### config.mk
export PLATFORM = sky130hd
export DESIGN_NAME = lpwk_ctrl
export DESIGN_NICKNAME = d
export VERILOG_FILES = /design/src/design/lpwk_pkg.sv /design/src/design/lpwk_wdt_if.sv /design/src/design/lpwk_sync_edge.sv /design/src/design/lpwk_wdt.sv /design/src/design/lpwk_ctrl.sv
export SDC_FILE = /design/constraint.sdc
export NUM_CORES = 1
export LEC_CHECK = 0
export BUFFER_PORTS_ARGS = -buffer_cell sky130_fd_sc_hd__buf_2
export CORE_UTILIZATION = 38
export DETAILED_ROUTE_END_ITERATION = 16
export GPL_ROUTABILITY_DRIVEN = 0
export GPL_TIMING_DRIVEN = 0
export HOLD_SLACK_MARGIN = 0.03
export PLACE_DENSITY = 0.64
export SLEW_MARGIN = 5
export SYNTH_ARGS = -nofsm -noshare
export SYNTH_HDL_FRONTEND = slang
export SYNTH_SLANG_ARGS = --single-unit
### constraint.sdc
create_clock -name i_clk_sys -period 2.7 [get_ports i_clk_sys]
set_input_delay 0.135 -clock i_clk_sys [delete_from_list [all_inputs] [get_ports i_clk_sys]]
set_output_delay 0.135 -clock i_clk_sys [all_outputs]
set_load 0.005 [all_outputs]
### src/design/lpwk_pkg.sv
// Shared constants, register map and mode type of the wake-up controller.
// Assumes a single 40 MHz system clock and an AXI4-Lite register bus.
package lpwk_pkg;

	localparam int          ADDR_W        = 8;
	localparam int          DATA_W        = 32;
	localparam int          PORTA_W       = 8;
	localparam int          IRQ_W         = 4;
	localparam int          WDT_CNT_W     = 15;

	////////////////////////////////////////////////////////////////////////
	// Register offsets
	localparam logic [7:0]  OFS_MODE_CTRL  = 8'h00;
	localparam logic [7:0]  OFS_WDT_CTRL   = 8'h04;
	localparam logic [7:0]  OFS_PORTA_WAKE = 8'h08;
	localparam logic [7:0]  OFS_STATUS     = 8'h0c;

	// system_mode_control fields
	localparam int          MC_IDLE_SEL    = 0;
	localparam int          MC_FAST_WAKE   = 1;
	localparam int          MC_XTAL        = 2;
	localparam int          MC_WDT_SRC_SYS = 3;
	localparam int          MC_WDT_CFG_EN  = 4;
	localparam int          MC_LVD_ON      = 5;
	localparam int          MC_W           = 6;

	// watchdog_control fields
	localparam int          WC_SYSCLK_KEEP = 7;
	localparam int          WC_PERIOD_LSB  = 4;
	localparam int          WC_EN_LSB      = 0;

	// Status fields
	localparam int          ST_PDF         = 0;
	localparam int          ST_TO          = 1;
	localparam int          ST_ON_LOW_INTERNAL_RC     = 2;
	localparam int          ST_HALTED      = 3;

	// Reset values
	localparam logic [5:0]  RST_MODE_CTRL  = 6'h00;
	localparam logic [7:0]  RST_WDT_CTRL   = 8'h7a;
	localparam logic [7:0]  RST_PORTA_WAKE = 8'h00;
	localparam logic [3:0]  WDT_DIS_CODE   = 4'ha;

	////////////////////////////////////////////////////////////////////////
	// Timing
	localparam logic [1:0]  SYS_DIV_LAST   = 2'h3;
	localparam logic [10:0] XTAL_WARM_CYC  = 11'h400;

	localparam logic [1:0]  RESP_OKAY      = 2'h0;
	localparam logic [1:0]  RESP_DECERR    = 2'h3;

	typedef enum logic [2:0] {
		LPWK_RUN,
		LPWK_IDLE0,
		LPWK_IDLE1,
		LPWK_SLEEP0,
		LPWK_SLEEP1
	} lpwk_mode_e;

	// Last count before overflow: 256 << sel, minus one
	function automatic logic [WDT_CNT_W-1:0] lpwk_wdt_last(input logic [2:0] sel);
		logic [15:0] t;
		t = 16'h0100 << sel;
		return t[WDT_CNT_W-1:0] - 15'h0001;
	endfunction

endpackage

### src/design/lpwk_wdt_if.sv
// Link between the controller and its watchdog counter.
// Assumes both ends share i_clk_sys.
`timescale 1ns/1ps
interface lpwk_wdt_if;
	logic       tick;
	logic       clear;
	logic       enable;
	logic [2:0] period_sel;
	logic       overflow;

	modport ctl (output tick, output clear, output enable, output period_sel,
		input overflow);
	modport wdt (input tick, input clear, input enable, input period_sel,
		output overflow);
endinterface

### src/design/lpwk_sync_edge.sv
// Two-flop synchroniser with edge pulses for a group of pins.
// Assumes the inputs are asynchronous to i_clk_sys.
`timescale 1ns/1ps
module lpwk_sync_edge #(
	parameter int           W       = 8,
	parameter logic [W-1:0] RST_VAL = '1
) (
	input  wire logic         i_clk_sys,
	input  wire logic         i_nrst,
	input  wire logic [W-1:0] i_async,
	output logic      [W-1:0] o_level,
	output logic      [W-1:0] o_fall,
	output logic      [W-1:0] o_rise
);
	logic [W-1:0] meta_q;
	logic [W-1:0] sync_q;
	logic [W-1:0] last_q;

	always_ff @(posedge i_clk_sys or negedge i_nrst) begin
		if (!i_nrst) begin
			meta_q <= RST_VAL;
			sync_q <= RST_VAL;
			last_q <= RST_VAL;
		end else begin
			meta_q <= i_async;
			sync_q <= meta_q;
			last_q <= sync_q;
		end
	end

	// Edges come from the second and third flops only
	assign o_level = sync_q;
	assign o_fall  = last_q & ~sync_q;
	assign o_rise  = ~last_q & sync_q;
endmodule

### src/design/lpwk_wdt.sv
// Watchdog counter with power-of-two time-out.
// Assumes ticks arrive as one-cycle enables from the controller.
`timescale 1ns/1ps
module lpwk_wdt (
	input  wire logic i_clk_sys,
	input  wire logic i_nrst,
	lpwk_wdt_if.wdt   wdt
);
	import lpwk_pkg::*;

	logic [WDT_CNT_W-1:0] cnt_q;
	logic                 ovf_q;
	logic                 at_last;

	assign at_last = (cnt_q >= lpwk_wdt_last(wdt.period_sel));

	always_ff @(posedge i_clk_sys or negedge i_nrst) begin
		if (!i_nrst) begin
			cnt_q <= '0;
			ovf_q <= 1'b0;
		end else begin
			ovf_q <= 1'b0;
			if (wdt.clear || !wdt.enable) begin
				cnt_q <= '0;
			end else if (wdt.tick) begin
				if (at_last) begin
					cnt_q <= '0;
					ovf_q <= 1'b1;
				end else begin
					cnt_q <= cnt_q + 15'h0001;
				end
			end
		end
	end

	assign wdt.overflow = ovf_q;
endmodule

### src/design/lpwk_ctrl.sv
// Power-mode and wake-up controller: modes, flags, wake sources, watchdog
// clocking, fast-wake clock fallback and the AXI4-Lite register slave.
// Assumes the core pulses i_halt_exec and i_clrwdt_exec on i_clk_sys and
// keeps its own interrupt flags, enables and stack state.
`timescale 1ns/1ps

//////////////////////////////////////////////////////////////////////////////
// How it works
// - Halt with idle_select=1 and idle_sysclk_keep=1 enters clock-running idle.
// - In that idle, system, time base and sub clocks run; core halts.
// - Entering low power leaves memory, registers and ports untouched.
// - Entering clock-running idle clears the watchdog, which keeps counting.
// - Halt sets powerdown_flag and clears timeout_flag.
// - Wake on external reset, Port A fall, interrupt or watchdog overflow.
// - External reset wake gives full reset; watchdog wake resets only PC and stack pointer.
// - powerdown_flag cleared by power-up or watchdog clear, set by halt.
// - Overflow while down sets timeout_flag, resets only PC and stack pointer.
// - Masked Port A falling edges wake; execution resumes after halt.
// - Disabled or stack-full waking interrupt resumes after halt, stays pending.
// - Enabled interrupt with free stack level gets immediate interrupt response.
// - Interrupt already flagged at entry cannot wake the device.
// - Fast wake from clocked sleep on crystal runs system clock from internal RC first.
// - Peripherals on the system clock follow its switch to the slow source.
// - Watchdog clock is sub_clock or system clock divided by four.
// - Watchdog time-out is source clock prescaled by 2^8 to 2^15.
// - Three-bit period code selects 256 to 32768 periods, doubling.
// - Bit 7 of watchdog_control keeps system clock during idle.
// - Halt with idle_select=1 and keep=0 stops system clock only.
module lpwk_ctrl (
	input  wire logic                           i_clk_sys,
	input  wire logic                           i_nrst,
	// AXI4-Lite slave
	input  wire logic                           i_s_axi_awvalid,
	output logic                                o_s_axi_awready,
	input  wire logic [lpwk_pkg::ADDR_W-1:0]    i_s_axi_awaddr,
	input  wire logic                           i_s_axi_wvalid,
	output logic                                o_s_axi_wready,
	input  wire logic [lpwk_pkg::DATA_W-1:0]    i_s_axi_wdata,
	input  wire logic [3:0]                     i_s_axi_wstrb,
	output logic                                o_s_axi_bvalid,
	input  wire logic                           i_s_axi_bready,
	output logic [1:0]                          o_s_axi_bresp,
	input  wire logic                           i_s_axi_arvalid,
	output logic                                o_s_axi_arready,
	input  wire logic [lpwk_pkg::ADDR_W-1:0]    i_s_axi_araddr,
	output logic                                o_s_axi_rvalid,
	input  wire logic                           i_s_axi_rready,
	output logic [lpwk_pkg::DATA_W-1:0]         o_s_axi_rdata,
	output logic [1:0]                          o_s_axi_rresp,
	// Core side
	input  wire logic                           i_halt_exec,
	input  wire logic                           i_clrwdt_exec,
	input  wire logic [lpwk_pkg::IRQ_W-1:0]     i_irq_flag,
	input  wire logic [lpwk_pkg::IRQ_W-1:0]     i_irq_enable,
	input  wire logic                           i_stack_full,
	// Pins
	input  wire logic                           i_ext_rst_n,
	input  wire logic [lpwk_pkg::PORTA_W-1:0]   i_porta,
	input  wire logic                           i_low_internal_rc_clk,
	// Outputs
	output logic                                o_cpu_halt,
	output logic                                o_sysclk_en,
	output logic                                o_tbclk_en,
	output logic                                o_subclk_en,
	output logic                                o_sysclk_on_low_internal_rc,
	output logic                                o_sys_reset,
	output logic                                o_wdt_reset,
	output logic                                o_pcsp_reset,
	output logic                                o_resume,
	output logic                                o_int_response
);
	import lpwk_pkg::*;

	//////////////////////////////////////////////////////////////////////////
	// Registers and state
	logic [MC_W-1:0]    mode_ctrl_q;
	logic [7:0]         wdt_ctrl_q;
	logic [PORTA_W-1:0] porta_wake_mask_q;
	logic               pdf_q;
	logic               to_q;
	lpwk_mode_e         mode_q;
	logic [IRQ_W-1:0]   irq_armed_q;
	logic               on_low_internal_rc_q;
	logic [10:0]        warm_cnt_q;
	logic [1:0]         div4_q;
	logic               sys_reset_q;
	logic               wdt_reset_q;
	logic               pcsp_reset_q;
	logic               resume_q;
	logic               int_resp_q;

	logic [PORTA_W-1:0] pa_fall;
	logic [1:0]         misc_fall;
	logic [1:0]         misc_rise;
	logic               ext_rst_fall;
	logic               sub_tick;
	logic               wdt_en;
	logic               low_power;
	logic               sys_run;
	logic               sys_tick;
	logic               sys4_tick;
	logic               pa_wake;
	logic [IRQ_W-1:0]   irq_wake;
	logic               irq_serve;
	logic               halt_take;

	lpwk_wdt_if wdt_if ();

	lpwk_sync_edge #(.W(PORTA_W), .RST_VAL({PORTA_W{1'b1}})) u_porta_sync (
		.i_clk_sys (i_clk_sys),
		.i_nrst    (i_nrst),
		.i_async   (i_porta),
		.o_level   (),
		.o_fall    (pa_fall),
		.o_rise    ()
	);

	// Bit 1: external reset pin, bit 0: internal RC clock
	lpwk_sync_edge #(.W(2), .RST_VAL(2'h2)) u_misc_sync (
		.i_clk_sys (i_clk_sys),
		.i_nrst    (i_nrst),
		.i_async   ({i_ext_rst_n, i_low_internal_rc_clk}),
		.o_level   (),
		.o_fall    (misc_fall),
		.o_rise    (misc_rise)
	);

	lpwk_wdt u_wdt (
		.i_clk_sys (i_clk_sys),
		.i_nrst    (i_nrst),
		.wdt       (wdt_if.wdt)
	);

	assign ext_rst_fall = misc_fall[1];
	assign sub_tick     = misc_rise[0];

	//////////////////////////////////////////////////////////////////////////
	// Mode decode and clocks
	assign low_power = (mode_q != LPWK_RUN);
	assign sys_run   = (mode_q == LPWK_RUN) || (mode_q == LPWK_IDLE1);
	assign wdt_en    = mode_ctrl_q[MC_WDT_CFG_EN] ||
		(wdt_ctrl_q[WC_EN_LSB +: 4] != WDT_DIS_CODE);
	assign halt_take = i_halt_exec && (mode_q == LPWK_RUN);

	assign o_cpu_halt       = low_power;
	assign o_sysclk_en      = sys_run;
	assign o_tbclk_en       = (mode_q != LPWK_SLEEP0) && (mode_q != LPWK_SLEEP1);
	assign o_subclk_en      = (mode_q != LPWK_SLEEP0);
	assign o_sysclk_on_low_internal_rc = on_low_internal_rc_q;

	// While on the slow source every system-clock user slows with it
	assign sys_tick  = sys_run && (on_low_internal_rc_q ? sub_tick : 1'b1);
	assign sys4_tick = sys_tick && (div4_q == SYS_DIV_LAST);

	always_ff @(posedge i_clk_sys or negedge i_nrst) begin
		if (!i_nrst) begin
			div4_q <= 2'h0;
		end else if (sys_tick) begin
			div4_q <= div4_q + 2'h1;
		end
	end

	// Source is a fixed option, modelled as a control bit
	assign wdt_if.tick = mode_ctrl_q[MC_WDT_SRC_SYS] ? sys4_tick :
		(o_subclk_en && sub_tick);
	assign wdt_if.clear      = halt_take || i_clrwdt_exec || ext_rst_fall;
	assign wdt_if.enable     = wdt_en;
	assign wdt_if.period_sel = wdt_ctrl_q[WC_PERIOD_LSB +: 3];

	//////////////////////////////////////////////////////////////////////////
	// Wake sources
	assign pa_wake   = |(pa_fall & porta_wake_mask_q);
	assign irq_wake  = i_irq_flag & irq_armed_q;
	assign irq_serve = |(irq_wake & i_irq_enable) && !i_stack_full;

	always_ff @(posedge i_clk_sys or negedge i_nrst) begin
		if (!i_nrst) begin
			irq_armed_q <= '0;
		end else if (halt_take) begin
			irq_armed_q <= ~i_irq_flag;
		end
	end

	// Priority while down: reset pin, watchdog, Port A, interrupt
	always_ff @(posedge i_clk_sys or negedge i_nrst) begin
		if (!i_nrst) begin
			mode_q       <= LPWK_RUN;
			sys_reset_q  <= 1'b0;
			wdt_reset_q  <= 1'b0;
			pcsp_reset_q <= 1'b0;
			resume_q     <= 1'b0;
			int_resp_q   <= 1'b0;
		end else begin
			sys_reset_q  <= 1'b0;
			wdt_reset_q  <= 1'b0;
			pcsp_reset_q <= 1'b0;
			resume_q     <= 1'b0;
			int_resp_q   <= 1'b0;
			if (ext_rst_fall) begin
				mode_q      <= LPWK_RUN;
				sys_reset_q <= 1'b1;
			end else if (wdt_if.overflow) begin
				mode_q       <= LPWK_RUN;
				wdt_reset_q  <= !low_power;
				pcsp_reset_q <= low_power;
			end else if (low_power && pa_wake) begin
				mode_q   <= LPWK_RUN;
				resume_q <= 1'b1;
			end else if (low_power && (|irq_wake)) begin
				mode_q     <= LPWK_RUN;
				int_resp_q <= irq_serve;
				resume_q   <= !irq_serve;
			end else if (halt_take) begin
				// Only the mode changes; data and port state are left alone
				if (mode_ctrl_q[MC_IDLE_SEL]) begin
					mode_q <= wdt_ctrl_q[WC_SYSCLK_KEEP] ? LPWK_IDLE1 :
						LPWK_IDLE0;
				end else begin
					mode_q <= (wdt_en || mode_ctrl_q[MC_LVD_ON]) ? LPWK_SLEEP1 :
						LPWK_SLEEP0;
				end
			end
		end
	end

	//////////////////////////////////////////////////////////////////////////
	// Fast wake fallback to the internal RC until the crystal warms up
	always_ff @(posedge i_clk_sys or negedge i_nrst) begin
		if (!i_nrst) begin
			on_low_internal_rc_q  <= 1'b0;
			warm_cnt_q <= 11'h000;
		end else if (mode_q == LPWK_SLEEP1 && !ext_rst_fall &&
			(wdt_if.overflow || pa_wake || (|irq_wake)) &&
			mode_ctrl_q[MC_XTAL] && mode_ctrl_q[MC_FAST_WAKE]) begin
			on_low_internal_rc_q  <= 1'b1;
			warm_cnt_q <= 11'h000;
		end else if (on_low_internal_rc_q) begin
			warm_cnt_q <= warm_cnt_q + 11'h001;
			if (warm_cnt_q == XTAL_WARM_CYC - 11'h001) begin
				on_low_internal_rc_q <= 1'b0;
			end
		end
	end

	//////////////////////////////////////////////////////////////////////////
	// Status flags; a set in the same cycle as a clear wins
	always_ff @(posedge i_clk_sys or negedge i_nrst) begin
		if (!i_nrst) begin
			pdf_q <= 1'b0;
		end else if (halt_take) begin
			pdf_q <= 1'b1;
		end else if (i_clrwdt_exec) begin
			pdf_q <= 1'b0;
		end
	end

	always_ff @(posedge i_clk_sys or negedge i_nrst) begin
		if (!i_nrst) begin
			to_q <= 1'b0;
		end else if (wdt_if.overflow) begin
			to_q <= 1'b1;
		end else if (halt_take) begin
			to_q <= 1'b0;
		end
	end

	assign o_sys_reset    = sys_reset_q;
	assign o_wdt_reset    = wdt_reset_q;
	assign o_pcsp_reset   = pcsp_reset_q;
	assign o_resume       = resume_q;
	assign o_int_response = int_resp_q;

	//////////////////////////////////////////////////////////////////////////
	// AXI4-Lite slave, one write and one read at a time
	logic               aw_full_q;
	logic               w_full_q;
	logic [ADDR_W-1:0]  awaddr_q;
	logic [7:0]         wbyte_q;
	logic               wlane_q;
	logic               bvalid_q;
	logic [1:0]         bresp_q;
	logic               rvalid_q;
	logic [DATA_W-1:0]  rdata_q;
	logic [1:0]         rresp_q;
	logic               do_write;

	function automatic logic addr_hit(input logic [ADDR_W-1:0] a);
		return (a == OFS_MODE_CTRL) || (a == OFS_WDT_CTRL) ||
			(a == OFS_PORTA_WAKE) || (a == OFS_STATUS);
	endfunction

	assign o_s_axi_awready = !aw_full_q && !bvalid_q;
	assign o_s_axi_wready  = !w_full_q && !bvalid_q;
	assign o_s_axi_arready = !rvalid_q;
	assign do_write        = aw_full_q && w_full_q && !bvalid_q;

	always_ff @(posedge i_clk_sys or negedge i_nrst) begin
		if (!i_nrst) begin
			aw_full_q <= 1'b0;
			w_full_q  <= 1'b0;
			awaddr_q  <= '0;
			wbyte_q   <= 8'h00;
			wlane_q   <= 1'b0;
			bvalid_q  <= 1'b0;
			bresp_q   <= RESP_OKAY;
		end else begin
			if (i_s_axi_awvalid && o_s_axi_awready) begin
				aw_full_q <= 1'b1;
				awaddr_q  <= i_s_axi_awaddr;
			end
			if (i_s_axi_wvalid && o_s_axi_wready) begin
				w_full_q <= 1'b1;
				wbyte_q  <= i_s_axi_wdata[7:0];
				wlane_q  <= i_s_axi_wstrb[0];
			end
			if (do_write) begin
				aw_full_q <= 1'b0;
				w_full_q  <= 1'b0;
				bvalid_q  <= 1'b1;
				bresp_q   <= addr_hit(awaddr_q) ? RESP_OKAY : RESP_DECERR;
			end else if (bvalid_q && i_s_axi_bready) begin
				bvalid_q <= 1'b0;
			end
		end
	end

	always_ff @(posedge i_clk_sys or negedge i_nrst) begin
		if (!i_nrst) begin
			mode_ctrl_q       <= RST_MODE_CTRL;
			wdt_ctrl_q        <= RST_WDT_CTRL;
			porta_wake_mask_q <= RST_PORTA_WAKE;
		end else if (do_write && wlane_q) begin
			if (awaddr_q == OFS_MODE_CTRL) begin
				mode_ctrl_q <= wbyte_q[MC_W-1:0];
			end
			if (awaddr_q == OFS_WDT_CTRL) begin
				wdt_ctrl_q <= wbyte_q;
			end
			if (awaddr_q == OFS_PORTA_WAKE) begin
				porta_wake_mask_q <= wbyte_q;
			end
		end
	end

	always_ff @(posedge i_clk_sys or negedge i_nrst) begin
		if (!i_nrst) begin
			rvalid_q <= 1'b0;
			rdata_q  <= '0;
			rresp_q  <= RESP_OKAY;
		end else if (i_s_axi_arvalid && o_s_axi_arready) begin
			rvalid_q <= 1'b1;
			rresp_q  <= addr_hit(i_s_axi_araddr) ? RESP_OKAY : RESP_DECERR;
			unique case (i_s_axi_araddr)
				OFS_MODE_CTRL:  rdata_q <= {26'h0, mode_ctrl_q};
				OFS_WDT_CTRL:   rdata_q <= {24'h0, wdt_ctrl_q};
				OFS_PORTA_WAKE: rdata_q <= {24'h0, porta_wake_mask_q};
				OFS_STATUS:     rdata_q <= {28'h0, low_power, on_low_internal_rc_q, to_q, pdf_q};
				default:        rdata_q <= '0;
			endcase
		end else if (rvalid_q && i_s_axi_rready) begin
			rvalid_q <= 1'b0;
		end
	end

	assign o_s_axi_bvalid = bvalid_q;
	assign o_s_axi_bresp  = bresp_q;
	assign o_s_axi_rvalid = rvalid_q;
	assign o_s_axi_rdata  = rdata_q;
	assign o_s_axi_rresp  = rresp_q;
endmodule

## Word-level counts from Yosys, hierarchy flattened

Cells that the tools add are included.

- Bits in registers: 153
- Output and inout bits: 51

- Add/sub/neg operators: 4
- Eq/ne operators: 13
- Order comparisons: 1
- Multiplexer cells: 49
- Reductions and logical operators: 64
- Shift operators: 1
- Bitwise gates (word level): 10

Operators by type and width:

| kind | number |
|---|---|
| 2-to-1 mux 15 bit | 3 |
| 2-to-1 mux 1 bit | 33 |
| equality test 8 x 4 -> 1 bit (second input constant) | 4 |
| one-hot mux 8 bit (4 select lines) | 1 |
| logical AND 1 bit | 22 |
| 2-to-1 mux 11 bit | 2 |
| 2-to-1 mux 3 bit | 7 |
| bitwise AND 8 bit | 2 |
| equality test 8 x 3 -> 1 bit (second input constant) | 2 |
| logical NOT 8 bit | 2 |
| nonzero test 2 bit | 8 |
| adder 15 x 1 -> 15 bit (second input constant) | 1 |
| greater-or-equal comparator 15 bit | 1 |
| left shift 9 x 3 -> 15 bit (first input constant) | 1 |
| subtractor 15 x 1 -> 15 bit (second input constant) | 1 |
| logical OR 1 bit | 14 |
| adder 11 x 1 -> 11 bit (second input constant) | 1 |
| equality test 11 x 10 -> 1 bit (second input constant) | 1 |
| logical NOT 1 bit | 9 |
| bitwise AND 4 bit | 2 |
| NOT 8 bit | 1 |
| OR reduction 4 bit | 2 |
| OR reduction 8 bit | 1 |
| 2-to-1 mux 2 bit | 3 |
| other kinds (16) | 18 |

## Logic depth before layout (Yosys ltp)

Gate-level depths: netlist of run 1.

- Depth in word-level cells: 10
- Mapped depth: 9
- Depth with buffers taken out: 7

## Cells and area by module

From an unflattened synthesis of run 1, not the netlist that was laid out.

- Cell total of the unflattened synthesis: 512
- Area total of the unflattened synthesis: 6025.8 um^2

Modules (own cells, without submodules):

| module | times used | area each (um^2) | sequential area each (um^2) | cells an instance |
|---|---|---|---|---|
| lpwk_ctrl | 1 | 3828.7 | 2033.2 | 322 |
| lpwk_wdt | 1 | 1237.4 | 400.4 | 140 |
| lpwk_sync_edge (u_porta_sync) | 1 | 770.7 | 630.6 | 40 |
| lpwk_sync_edge (u_misc_sync) | 1 | 188.9 | 153.9 | 10 |

## Worst setup path after synthesis of run 1

No wires, ideal clock.

- Path type: reg2reg
- From: register wdt_ctrl_q[6]
- To: register u_wdt.cnt_q[0]
- Arrival: 2.358 ns
- Slack: 0.205 ns
- Stages on the path, launching flop included: 9
- Library setup time: 0.136 ns
- Cell sequence: dfstp_2 > clkbuf_1 > o21ai_0 > ha_1 > nand3_1 > or4_1 > a31oi_2 > buf_2 > nor3_1

- Longest elaborated chain between the ends: 6

Ends and longest elaborated chain:

| item | RTL line | RTL |
|---|---|---|
| from (decl) | lpwk_ctrl.sv:77 | `logic [7:0] wdt_ctrl_q;` |
| from (signal assigned) | lpwk_ctrl.sv:337 | `wdt_ctrl_q <= wbyte_q;` |
| left shift 9 x 3 -> 15 bit | lpwk_pkg.sv:63 | `t = 16'h0100 << sel;` |
| subtractor 15 x 1 -> 15 bit | lpwk_pkg.sv:64 | `return t[WDT_CNT_W-1:0] - 15'h0001;` |
| greater-or-equal comparator 15 bit | lpwk_wdt.sv:15 | `assign at_last = (cnt_q >= lpwk_wdt_last(wdt.period_sel));` |
| 2-to-1 mux 15 bit | lpwk_wdt.sv:26 | `if (at_last) begin` |
| 2-to-1 mux 15 bit | lpwk_wdt.sv:25 | `end else if (wdt.tick) begin` |
| 2-to-1 mux 15 bit | lpwk_wdt.sv:23 | `if (wdt.clear \|\| !wdt.enable) begin` |
| to (signal assigned) | lpwk_wdt.sv:30 | `cnt_q <= cnt_q + 15'h0001;` |
| to (decl) | lpwk_wdt.sv:11 | `logic [WDT_CNT_W-1:0] cnt_q;` |

No other way between the ends. The select of a mux whose other input is x is not followed.
A chain may end at the register's enable or synchronous reset.

## Final worst setup path of run 1

- From: register wdt_ctrl_q[6]
- To: register u_wdt.cnt_q[13]

The elaborated chain is that of the path after synthesis.

==> qor.txt, run 1 <==
Status = finished, final reports clean
Finish-stage setup viols = 0
Largest net degree at the start of global routing = 70
Clk slew on worst S/H paths = 60 ps
RSZ-0062 raised after global routing = no
Hold Fails Final Rpt = 0
GRT Overall Usage = 16.8%
Power share of the combinational group = 18.9%
Post-Syn Area = 0.00577 mm2
Fmax = 0.396 GHz
CP Capture Type = register
Cell variety after synth = 60
Ranking of synthesized cells by area = dfrtp_1 (41%), dfstp_2 (15%), mux2_2 (6.0%)
Net Sw Frac = 28.0%
Routed WL = 12.0 mm
CTS tree = done
Hold slack = 66.0 ps
Top Ports = 131
Clk_skew = 5.78 ps
WP data required = 2970 ps
Critical path peak fanout = 10
Worst-Skew Late Latency = 410 ps
CTS max path bufs = 2
# DRC = 0
Multi-input combinational cell area = 0.00232 mm2
Placed inst area = 0.00651 mm2
Sequential cell area = 0.00322 mm2
Dominant cell type by area after synthesis = dfrtp_1
Tightest Hold Check Type = input pin to register
DIE AREA = 0.0157 mm2
Crit path launch type = register
Filler Cells Inserted = 1304
Grt total ovfl = 0
Crit-path slowest cell = dfstp_2
DRT Pass-1 Iters = 6
Power share of the clock group = 38.0%
Layout cell share with drive strength beyond 1 = 35.5%
Core footprint = 0.0147 mm2
Starting Density = 39.3%
Register area share after synthesis = 55.8%
CP Data Arrival Time = 2800 ps
H-tree depth = 4
First-pass GRT wire length = 20.6 mm
Post-synth EDFFs = 0
Slowest stage delay, CP = 620 ps
Fin area = 0.00748 mm2
Crit-path cells = nand3_1 > ha_1 > nand3_1 > or4_1 > a31oi_4 > clkbuf_4 > nor3_1
Max VDD drop = 0.543 mV
Vias in the first global route = 4199
Final Cycle Share = 93.5%
Critical path class = register to register
# nets final = 725
Post-synthesis cell count = 480
Net Sw Power = 1.68 mW
Sequential share of power = 43.1%
Lkg Pwr = 3.39 nW
Place WS = -170 ps
Max-cap viol count = 0
Synth top area share = 41.2%
Via count = 4133
Antenna cell count = 0
Wirelength per Cell = 14.5 um
Clock sink count = 127
Finished Core Util = 50.9%
Slew Viols, Final = 0
Yosys reg bits = 127
Port Buf Inserts = 77
PD cells = 800 mW/mm2
Worst slew margin = 53.5%
CTS buffer count = 17
Post-DP HPWL = 8.50 mm
Critical Path Most Common Cell = nand3_1
Min Tclk post-route = 2520 ps
Power Internal = 4.30 mW
Async set or reset register ratio after synthesis = 100%
CTS Root Cell = clkbuf_16
Area grow syn2layout = 29.6%
DIE WIDTH = 125 um
Antenna violations before repair = 0
Ys Warns = 0
Die H = 125 um
Top_reg_cell synth = dfrtp_1
Mapped Avg Cell Area = 12.0 um2
Setup slack after layout = 177 ps
Detail Route Antenna Nets = 0
DR vias/cell = 4.97
Row Count = 44
DRT iter0 DRCs = 267
Slew @ Worst Pin = 694 ps
## stage by stage
step	instances	setup TNS (ps)	total power [mW]
after floorplan	503	0	3.31
after global placement	764	-4770	3.62
after detailed placement	765	-1660	3.69
after CTS	832	0	6.03
after global routing	832	0	6.30
final	832	0	5.98
## registers in the layout, summed over array words and instances (netlist names), 2 cells and up
signal,count
wbyte_q,8
u_wdt.cnt_q,15
porta_wake_mask_q,8
u_porta_sync.last_q,8
mode_q,3
u_misc_sync.meta_q,2
u_porta_sync.meta_q,8
wdt_ctrl_q,8
mode_ctrl_q,6
irq_armed_q,4
div4_q,2
warm_cnt_q,11
u_misc_sync.o_level,2
u_porta_sync.o_level,8
o_s_axi_rdata,8
awaddr_q,8
u_misc_sync.last_q,2
## kinds of logic after synthesis
group,share of synthesized area (%)
AND/OR/NAND/NOR,12.8
AO/OA/AOI/OAI,9.93
other,0.0650
multiplexers,10.6
adder cells (fa/ha/maj),2.17
flip-flops,55.8
XOR/XNOR,3.04
buffers and inverters,5.62
## final cells by class
cell class,instances,share of cell area [%]
Multi-Input combinational cell,320,31.1
Timing Repair Buffer,115,10.6
Clock buffer,20,6.24
Clock inverter,12,1.76
Buffer,41,3.61
Tap cell,184,3.08
Sequential cell,127,43.0
Inverter,13,0.653
## synth_stat cells (2+ instances only)
library cell  instances
dfrtp_1              95
dfstp_2              32
mux2_2               31
nand2_1              31
buf_4                27
nor2_1               26
a21oi_1              24
nand3_1              17
nor3_1               17
xor2_1               16
o21ai_0              15
inv_1                13
clkbuf_1             11
ha_1                 10
mux2_4                8
o31ai_1               8
a22o_1                7
and3_1                6
a22oi_1               5
nand4_1               5
a211oi_1              4
buf_2                 4
mux2i_1               4
or4_1                 4
xnor2_1               4
a21o_1                3
mux4_2                3
nand3b_1              3
nor2b_1               3
nor3_2                3
o311ai_0              3
or3_1                 3
a211oi_2              2
a31oi_1               2
and2_1                2
nand2b_1              2
nor3b_1               2
nor4_1                2
or3b_1                2
## layout by cell type (no fill, tap or decap), types with 8 or more instances in the layout
cell type      synthesis  layout
nor2_1                26      26
a21oi_1               24      24
buf_4                 27      27
nor3_1                17      17
xor2_1                16      16
dfrtp_1               95      95
ha_1                  10      10
inv_1                 13      13
clkbuf_1              11       9
nand3_1               17      17
dfstp_2               32      32
mux2_2                31      31
o31ai_1                8       8
buf_2                  4      79
clkbuf_16              0      17
conb_1                 1      24
nand2_1               31      31
mux2_4                 8       8
o21ai_0               15      15
dlygate4sd3_1          0      37
## metal layers
metal	vias up	GRT usage, %	wire, um
met5	-	0	0
met4	0	6.60	173
met3	16	4.49	531
met2	115	28.1	5890
met1	2013	20.8	5430
li1	1989	-	-
## power groups by stage
stage / combinational (mW) / clock (mW) / sequential [mW]
after CTS: 1.14 / 2.32 / 2.57
after detailed placement: 1.10 / 0 / 2.59
after floorplan: 0.795 / 0 / 2.51
after global routing: 1.26 / 2.41 / 2.63
after global placement: 1.06 / 0 / 2.57
final: 1.13 / 2.27 / 2.57
## worst max-delay path, delay by kind of cell, from the launching register on
family	cells	cell delay, ps
AND/OR/NAND/NOR	4	860
flip-flops	1	620
AO/OA/AOI/OAI	1	320
adder cells (fa/ha/maj)	1	310
buffers and inverters	1	280
## final timing paths
check | slack, ps | depth (start not counted) | startpoint | end
min in group asynchronous | 260 | 2 | i_nrst | wbyte_q[3]
max reg2reg | 180 | 7 | wdt_ctrl_q[6] | u_wdt.cnt_q[13]
min | 70 | 3 | i_halt_exec | pdf_q
max | 180 | 7 | wdt_ctrl_q[6] | u_wdt.cnt_q[13]
min reg2reg | 350 | 0 | u_porta_sync.meta_q[6] | u_porta_sync.o_level[6]
max in group asynchronous | 1730 | 3 | i_nrst | wdt_ctrl_q[1]
## repair_timing
action                                  4_1_cts  5_1_grt
endpoints found under the hold margin        71        0
pin swaps                                     0        0
resized for setup                             1        1
endpoints found under the setup margin       10       10
hold buffers                                 37        0
buffers inserted                              0        0
(Power assumes the default switching activity.)
==> run 2: changes to the inputs <==
- CORE_MARGIN: unset -> 5
- PLACE_DENSITY: 0.64 -> 0.63
- SYNTH_HIERARCHICAL: unset -> 1
==> qor.txt, run 2 <==
Critical Path Most Common Cell = clkbuf_1
Sequential cell area = 0.00322 mm2
DR vias/cell = 4.88
Top Ports = 131
CTS max path bufs = 2
DIE WIDTH = 135 um
Hold Fails Final Rpt = 0
Critical path class = register to register
Finish-stage setup viols = 0
Routed WL = 13.3 mm
Antenna cell count = 0
Place WS = -213 ps
CP Data Arrival Time = 2870 ps
FF-to-FF path depth = 9
Detail Route Antenna Nets = 0
Clock sink count = 127
Most frequent cells in the layout = dfrtp_1 (95), buf_2 (81), nand2_1 (44)
R2R setup slack = 140 ps
Max-cap viol count = 0
Tot Pwr = 5.44 mW
Port Buf Inserts = 77
Slew @ Worst Pin = 599 ps
Fmax = 0.391 GHz
Starting Density = 38.9%
CTS Root Cell = clkbuf_16
Multi-input combinational cell area = 0.00246 mm2
Crit path launch type = register
Worst slew margin = 59.5%
WP data required = 3010 ps
Most flop-heavy register = u_wdt/cnt_q
Most common cell after layout, fill and taps aside = dfrtp_1
Die H = 135 um
PD cells = 712 mW/mm2
Critical path peak fanout = 10
First-pass GRT wire length = 21.8 mm
Crit-path slowest cell = or4b_2
CP Capture Type = register
CTS tree = done
Max reg flops = 15
GRT Overall Usage = 15.0%
Post-DP HPWL = 9.50 mm
Max VDD drop = 0.597 mV
Post-synthesis cell count = 502
DIE AREA = 0.0182 mm2
Via count = 4294
# DRC = 0
Clk_skew = 13.2 ps
Layout cell share with drive strength beyond 1 = 36.8%
CP Capture Point = u_wdt/cnt_q[13]
Post-Syn Area = 0.00594 mm2
Grt total ovfl = 0
Largest net degree at the start of global routing = 98
Final Cycle Share = 94.8%
DRT iter0 DRCs = 239
Min-delay src = i_s_axi_araddr[1]
Setup slack after layout = 140 ps
Biggest regs = u_wdt/cnt_q (15), warm_cnt_q (11)
Wirelength per Cell = 15.2 um
Reg-to-Reg End = u_wdt/cnt_q[13]
Lkg Pwr = 3.54 nW
Worst setup path start = mode_q[1]
Antenna violations before repair = 0
Filler Cells Inserted = 1352
Slowest stage delay, CP = 670 ps
Min Tclk post-route = 2560 ps
Status = finished, final reports clean
Setup Buffers After CTS = 0
R2r startpoint = mode_q[1]
Core footprint = 0.0153 mm2
CTS buffer count = 17
Tightest Hold Check Type = input pin to register
Area grow syn2layout = 28.7%
Mapped Avg Cell Area = 11.8 um2
Hold slack = 57.4 ps
Hold path cells = 4
Crit-path cells = or4b_2 > clkbuf_1 > clkbuf_1 > nand2_1 > nor2b_1 > a211oi_2 > nand3_1 > xor2_1 > a211oi_1
# nets final = 746
Row Count = 45
Ys Warns = 6
Clk slew on worst S/H paths = 60 ps
Worst-Skew Late Latency = 420 ps
RSZ-0062 raised after global routing = no
H-tree depth = 4
DRT Pass-1 Iters = 4
Slew Viols, Final = 0
Vias in the first global route = 4442
==> run 2: cell count changes in the layout (fill, tap and decap cells not counted), moves of 6 or more <==
cell,before,now
a21oi_1,24,10
nand2_1,31,44
nor3_1,17,6
and2b_2,0,10
xor2_1,16,6
mux2_4,8,16
nor4_1,2,10
mux2_2,31,24
nor2_1,26,32
o221ai_1,0,6
==> run 2: how the worst min path moves through the flow <==
stage                                   to  slack (ps)
finish                    o_s_axi_rdata[6]          60
global route              o_s_axi_rdata[6]          70
CTS                       o_s_axi_rdata[6]          40
detailed placement            o_pcsp_reset          40
global placement    u_porta_sync/meta_q[1]         240
floorplan                        aw_full_q        -160
==> run 2: through the flow <==
step / instances / util, % / instance area, um2 / TNS (ps)
detailed placement: 814 / 44.0 / 6710 / -1370
finish: 880 / 50.1 / 7640 / 0
CTS: 881 / 50.1 / 7650 / 0
global placement: 813 / 43.7 / 6670 / -7860
global route: 880 / 50.1 / 7640 / 0
floorplan: 525 / - / 6020 / 0
==> run 2: power by group <==
| group | total (mW) | switching [mW] | internal (mW) | leakage, nW |
|---|---|---|---|---|
| logic | 0.810 | 0.362 | 0.447 | 1.69 |
| clock network | 2.18 | 0.838 | 1.34 | 0.285 |
| registers | 2.45 | 0.252 | 2.20 | 1.57 |
==> run 2: routing by layer <==
metal | part of all wire, % | global-route usage, % | vias to the layer above
li1 | - | - | 2072
met1 | 43 | 18.3 | 2082
met3 | 5.4 | 4.25 | 16
met5 | 0 | 0 | -
met2 | 50 | 25.8 | 124
met4 | 1.1 | 4.48 | 0
==> run 2: critical path: cells and delay by family, from the launching register on <==
kind / cells / cell delay (ps)
AND/OR/NAND/NOR: 4 / 990
AO/OA/AOI/OAI: 2 / 480
XOR/XNOR: 1 / 150
flip-flops: 1 / 430
buffers and inverters: 2 / 400
==> run 2: final cells by class <==
class                           instances  area share, %
Clock inverter                          9          0.917
Buffer                                 45           3.93
Sequential cell                       127           42.1
Multi-Input combinational cell        340           32.2
Inverter                               11          0.540
Clock buffer                           23           6.68
Tap cell                              211           3.45
Timing Repair Buffer                  114           10.2
==> run 2: repair_timing <==
action	4_1_cts	5_1_grt
gates resized for setup	1	2
setup endpoints to repair	10	12
endpoints found under the hold margin	65	0
hold buffers	36	0
==> run 3: changes to the inputs <==
- clock period: 2.7 -> 3.15 ns (I/O delays scaled with it)
==> qor.txt, run 3 (synthesis results as in run 2) <==
Hold Fails Final Rpt = 0
# nets final = 748
Starting Density = 38.9%
Layout cell share with drive strength beyond 1 = 36.4%
Clk slew on worst S/H paths = 60 ps
Sequential share of power = 45.1%
Antenna cell count = 0
Critical path class = register to register
Final Cycle Share = 92.5%
Tightest Hold Check Type = input pin to register
Detail Route Antenna Nets = 0
Most flop-heavy register = u_wdt/cnt_q
Grt total ovfl = 0
Tot Pwr = 4.66 mW
Top cell family by delay on the critical path = buffers and inverters
Worst slew margin = 59.8%
Critical path peak fanout = 10
Finish-stage setup viols = 0
DIE WIDTH = 135 um
CTS tree = done
DIE AREA = 0.0182 mm2
FF-to-FF path depth = 8
Most frequent cells in the layout = dfrtp_1 (95), buf_2 (81), nand2_1 (44)
GRT Overall Usage = 15.0%
Port Buf Inserts = 77
Net Sw Power = 1.24 mW
DRT iter0 DRCs = 236
# DRC = 0
Fmax = 0.343 GHz
Hold path cells = 4
CTS buffer count = 17
Crit-path slowest cell = or4b_2
Status = finished, final reports clean
CP Capture Type = register
Core footprint = 0.0153 mm2
CTS max path bufs = 2
Top Ports = 131
Vias in the first global route = 4452
Critical Path Most Common Cell = clkbuf_1
RSZ-0062 raised after global routing = no
Setup TNS = 0 ps
Largest net degree at the start of global routing = 98
Crit-path cells = or4b_2 > clkbuf_1 > clkbuf_1 > nand2_1 > nand2b_1 > clkbuf_1 > clkbuf_1 > o21ai_0
PD cells = 610 mW/mm2
Post-DP HPWL = 9.50 mm
Wirelength per Cell = 15.0 um
Via count = 4285
Filler Cells Inserted = 1349
Max VDD drop = 0.512 mV
Buffers and inverters on the worst path = 4
Slowest stage delay, CP = 680 ps
Crit path launch type = register
Most common cell after layout, fill and taps aside = dfrtp_1
Biggest regs = u_wdt/cnt_q (15), warm_cnt_q (11)
Lkg Pwr = 3.54 nW
WP data required = 3410 ps
Row Count = 45
H-tree depth = 4
Clk_skew = 14.2 ps
Worst-Skew Late Latency = 410 ps
Slew Viols, Final = 0
Power share of the clock group = 40.0%
Max-cap viol count = 0
CTS Root Cell = clkbuf_16
Die H = 135 um
Levels on crit path = 8
Routed WL = 13.3 mm
Antenna violations before repair = 0
Clock sink count = 127
Max reg flops = 15
DR vias/cell = 4.86
Slew @ Worst Pin = 595 ps
Net Sw Frac = 26.6%
CP Data Arrival Time = 3180 ps
Power share of the combinational group = 14.9%
Min Tclk post-route = 2910 ps
First-pass GRT wire length = 21.9 mm
Area grow syn2layout = 28.8%
Power Internal = 3.42 mW
DRT Pass-1 Iters = 4
run 3: area by class of cell:
type	count	area [um2]	share of cell area (%)
plain buffers	47	307	4.01
well taps	211	264	3.45
repair buffers	114	779	10.2
clock buffers	23	510	6.67
clock inverters	9	70.1	0.916
flip-flops and latches	127	3220	42.1
multi-input cells	340	2460	32.1
inverters	11	41.3	0.540
run 3: repair_timing:
item / 4_1_cts / 5_1_grt
hold endpoints to repair: 65 / 0
setup buffers: 0 / 0
hold buffers: 36 / 0
resized for setup: 0 / 0
run 3: through the flow:
step | util (%) | instance area [um2] | setup WS, ps | hold WS, ps | instances
floorplan | - | 6020 | 782 | -138 | 525
global placement | 43.7 | 6670 | 328 | 262 | 813
detailed placement | 44.0 | 6710 | 237 | 67.0 | 814
CTS | 50.1 | 7650 | 244 | 60.2 | 882
global route | 50.1 | 7650 | 62.8 | 94.6 | 882
finish | 50.1 | 7650 | 235 | 82.2 | 882
run 3: routing by layer:
layer	vias up	track usage (%)	wire (um)
met5	-	0	0
met4	0	4.48	107
met3	12	4.25	736
met2	127	25.8	6670
met1	2075	18.3	5760
li1	2071	-	-
run 3: worst register-to-register path, stage by stage, from the launching register on:
cell and delay, ps:
dfrtp_1 430, or4b_2 680, clkbuf_1 170, clkbuf_1 230
nand2_1 130, nand2b_1 140, clkbuf_1 380, clkbuf_1 450
o21ai_0 170
run 3: worst paths after layout:
| kind | start | end | slack, ps |
|---|---|---|---|
| worst max-delay path | mode_q[1] | u_wdt/cnt_q[8] | 240 |
| worst min-delay path | i_s_axi_araddr[0] | o_s_axi_rdata[6] | 80 |
| worst max register to register | mode_q[1] | u_wdt/cnt_q[8] | 240 |
| worst min register to register | u_porta_sync/meta_q[1] | u_porta_sync/o_level[1] | 360 |
| max in group asynchronous | i_nrst | u_porta_sync/last_q[0] | 2150 |
| min in group asynchronous | i_nrst | o_sysclk_on_low_internal_rc | 210 |
run 3: power by group through the flow:
stage	registers [mW]	clock network, mW	logic [mW]
6_report	2.10	1.87	0.693
5_1_grt	2.14	1.98	0.772
4_1_cts	2.10	1.91	0.698
3_5_place_dp	2.13	0	0.660
3_3_place_gp	2.11	0	0.629
2_1_floorplan	2.05	0	0.464
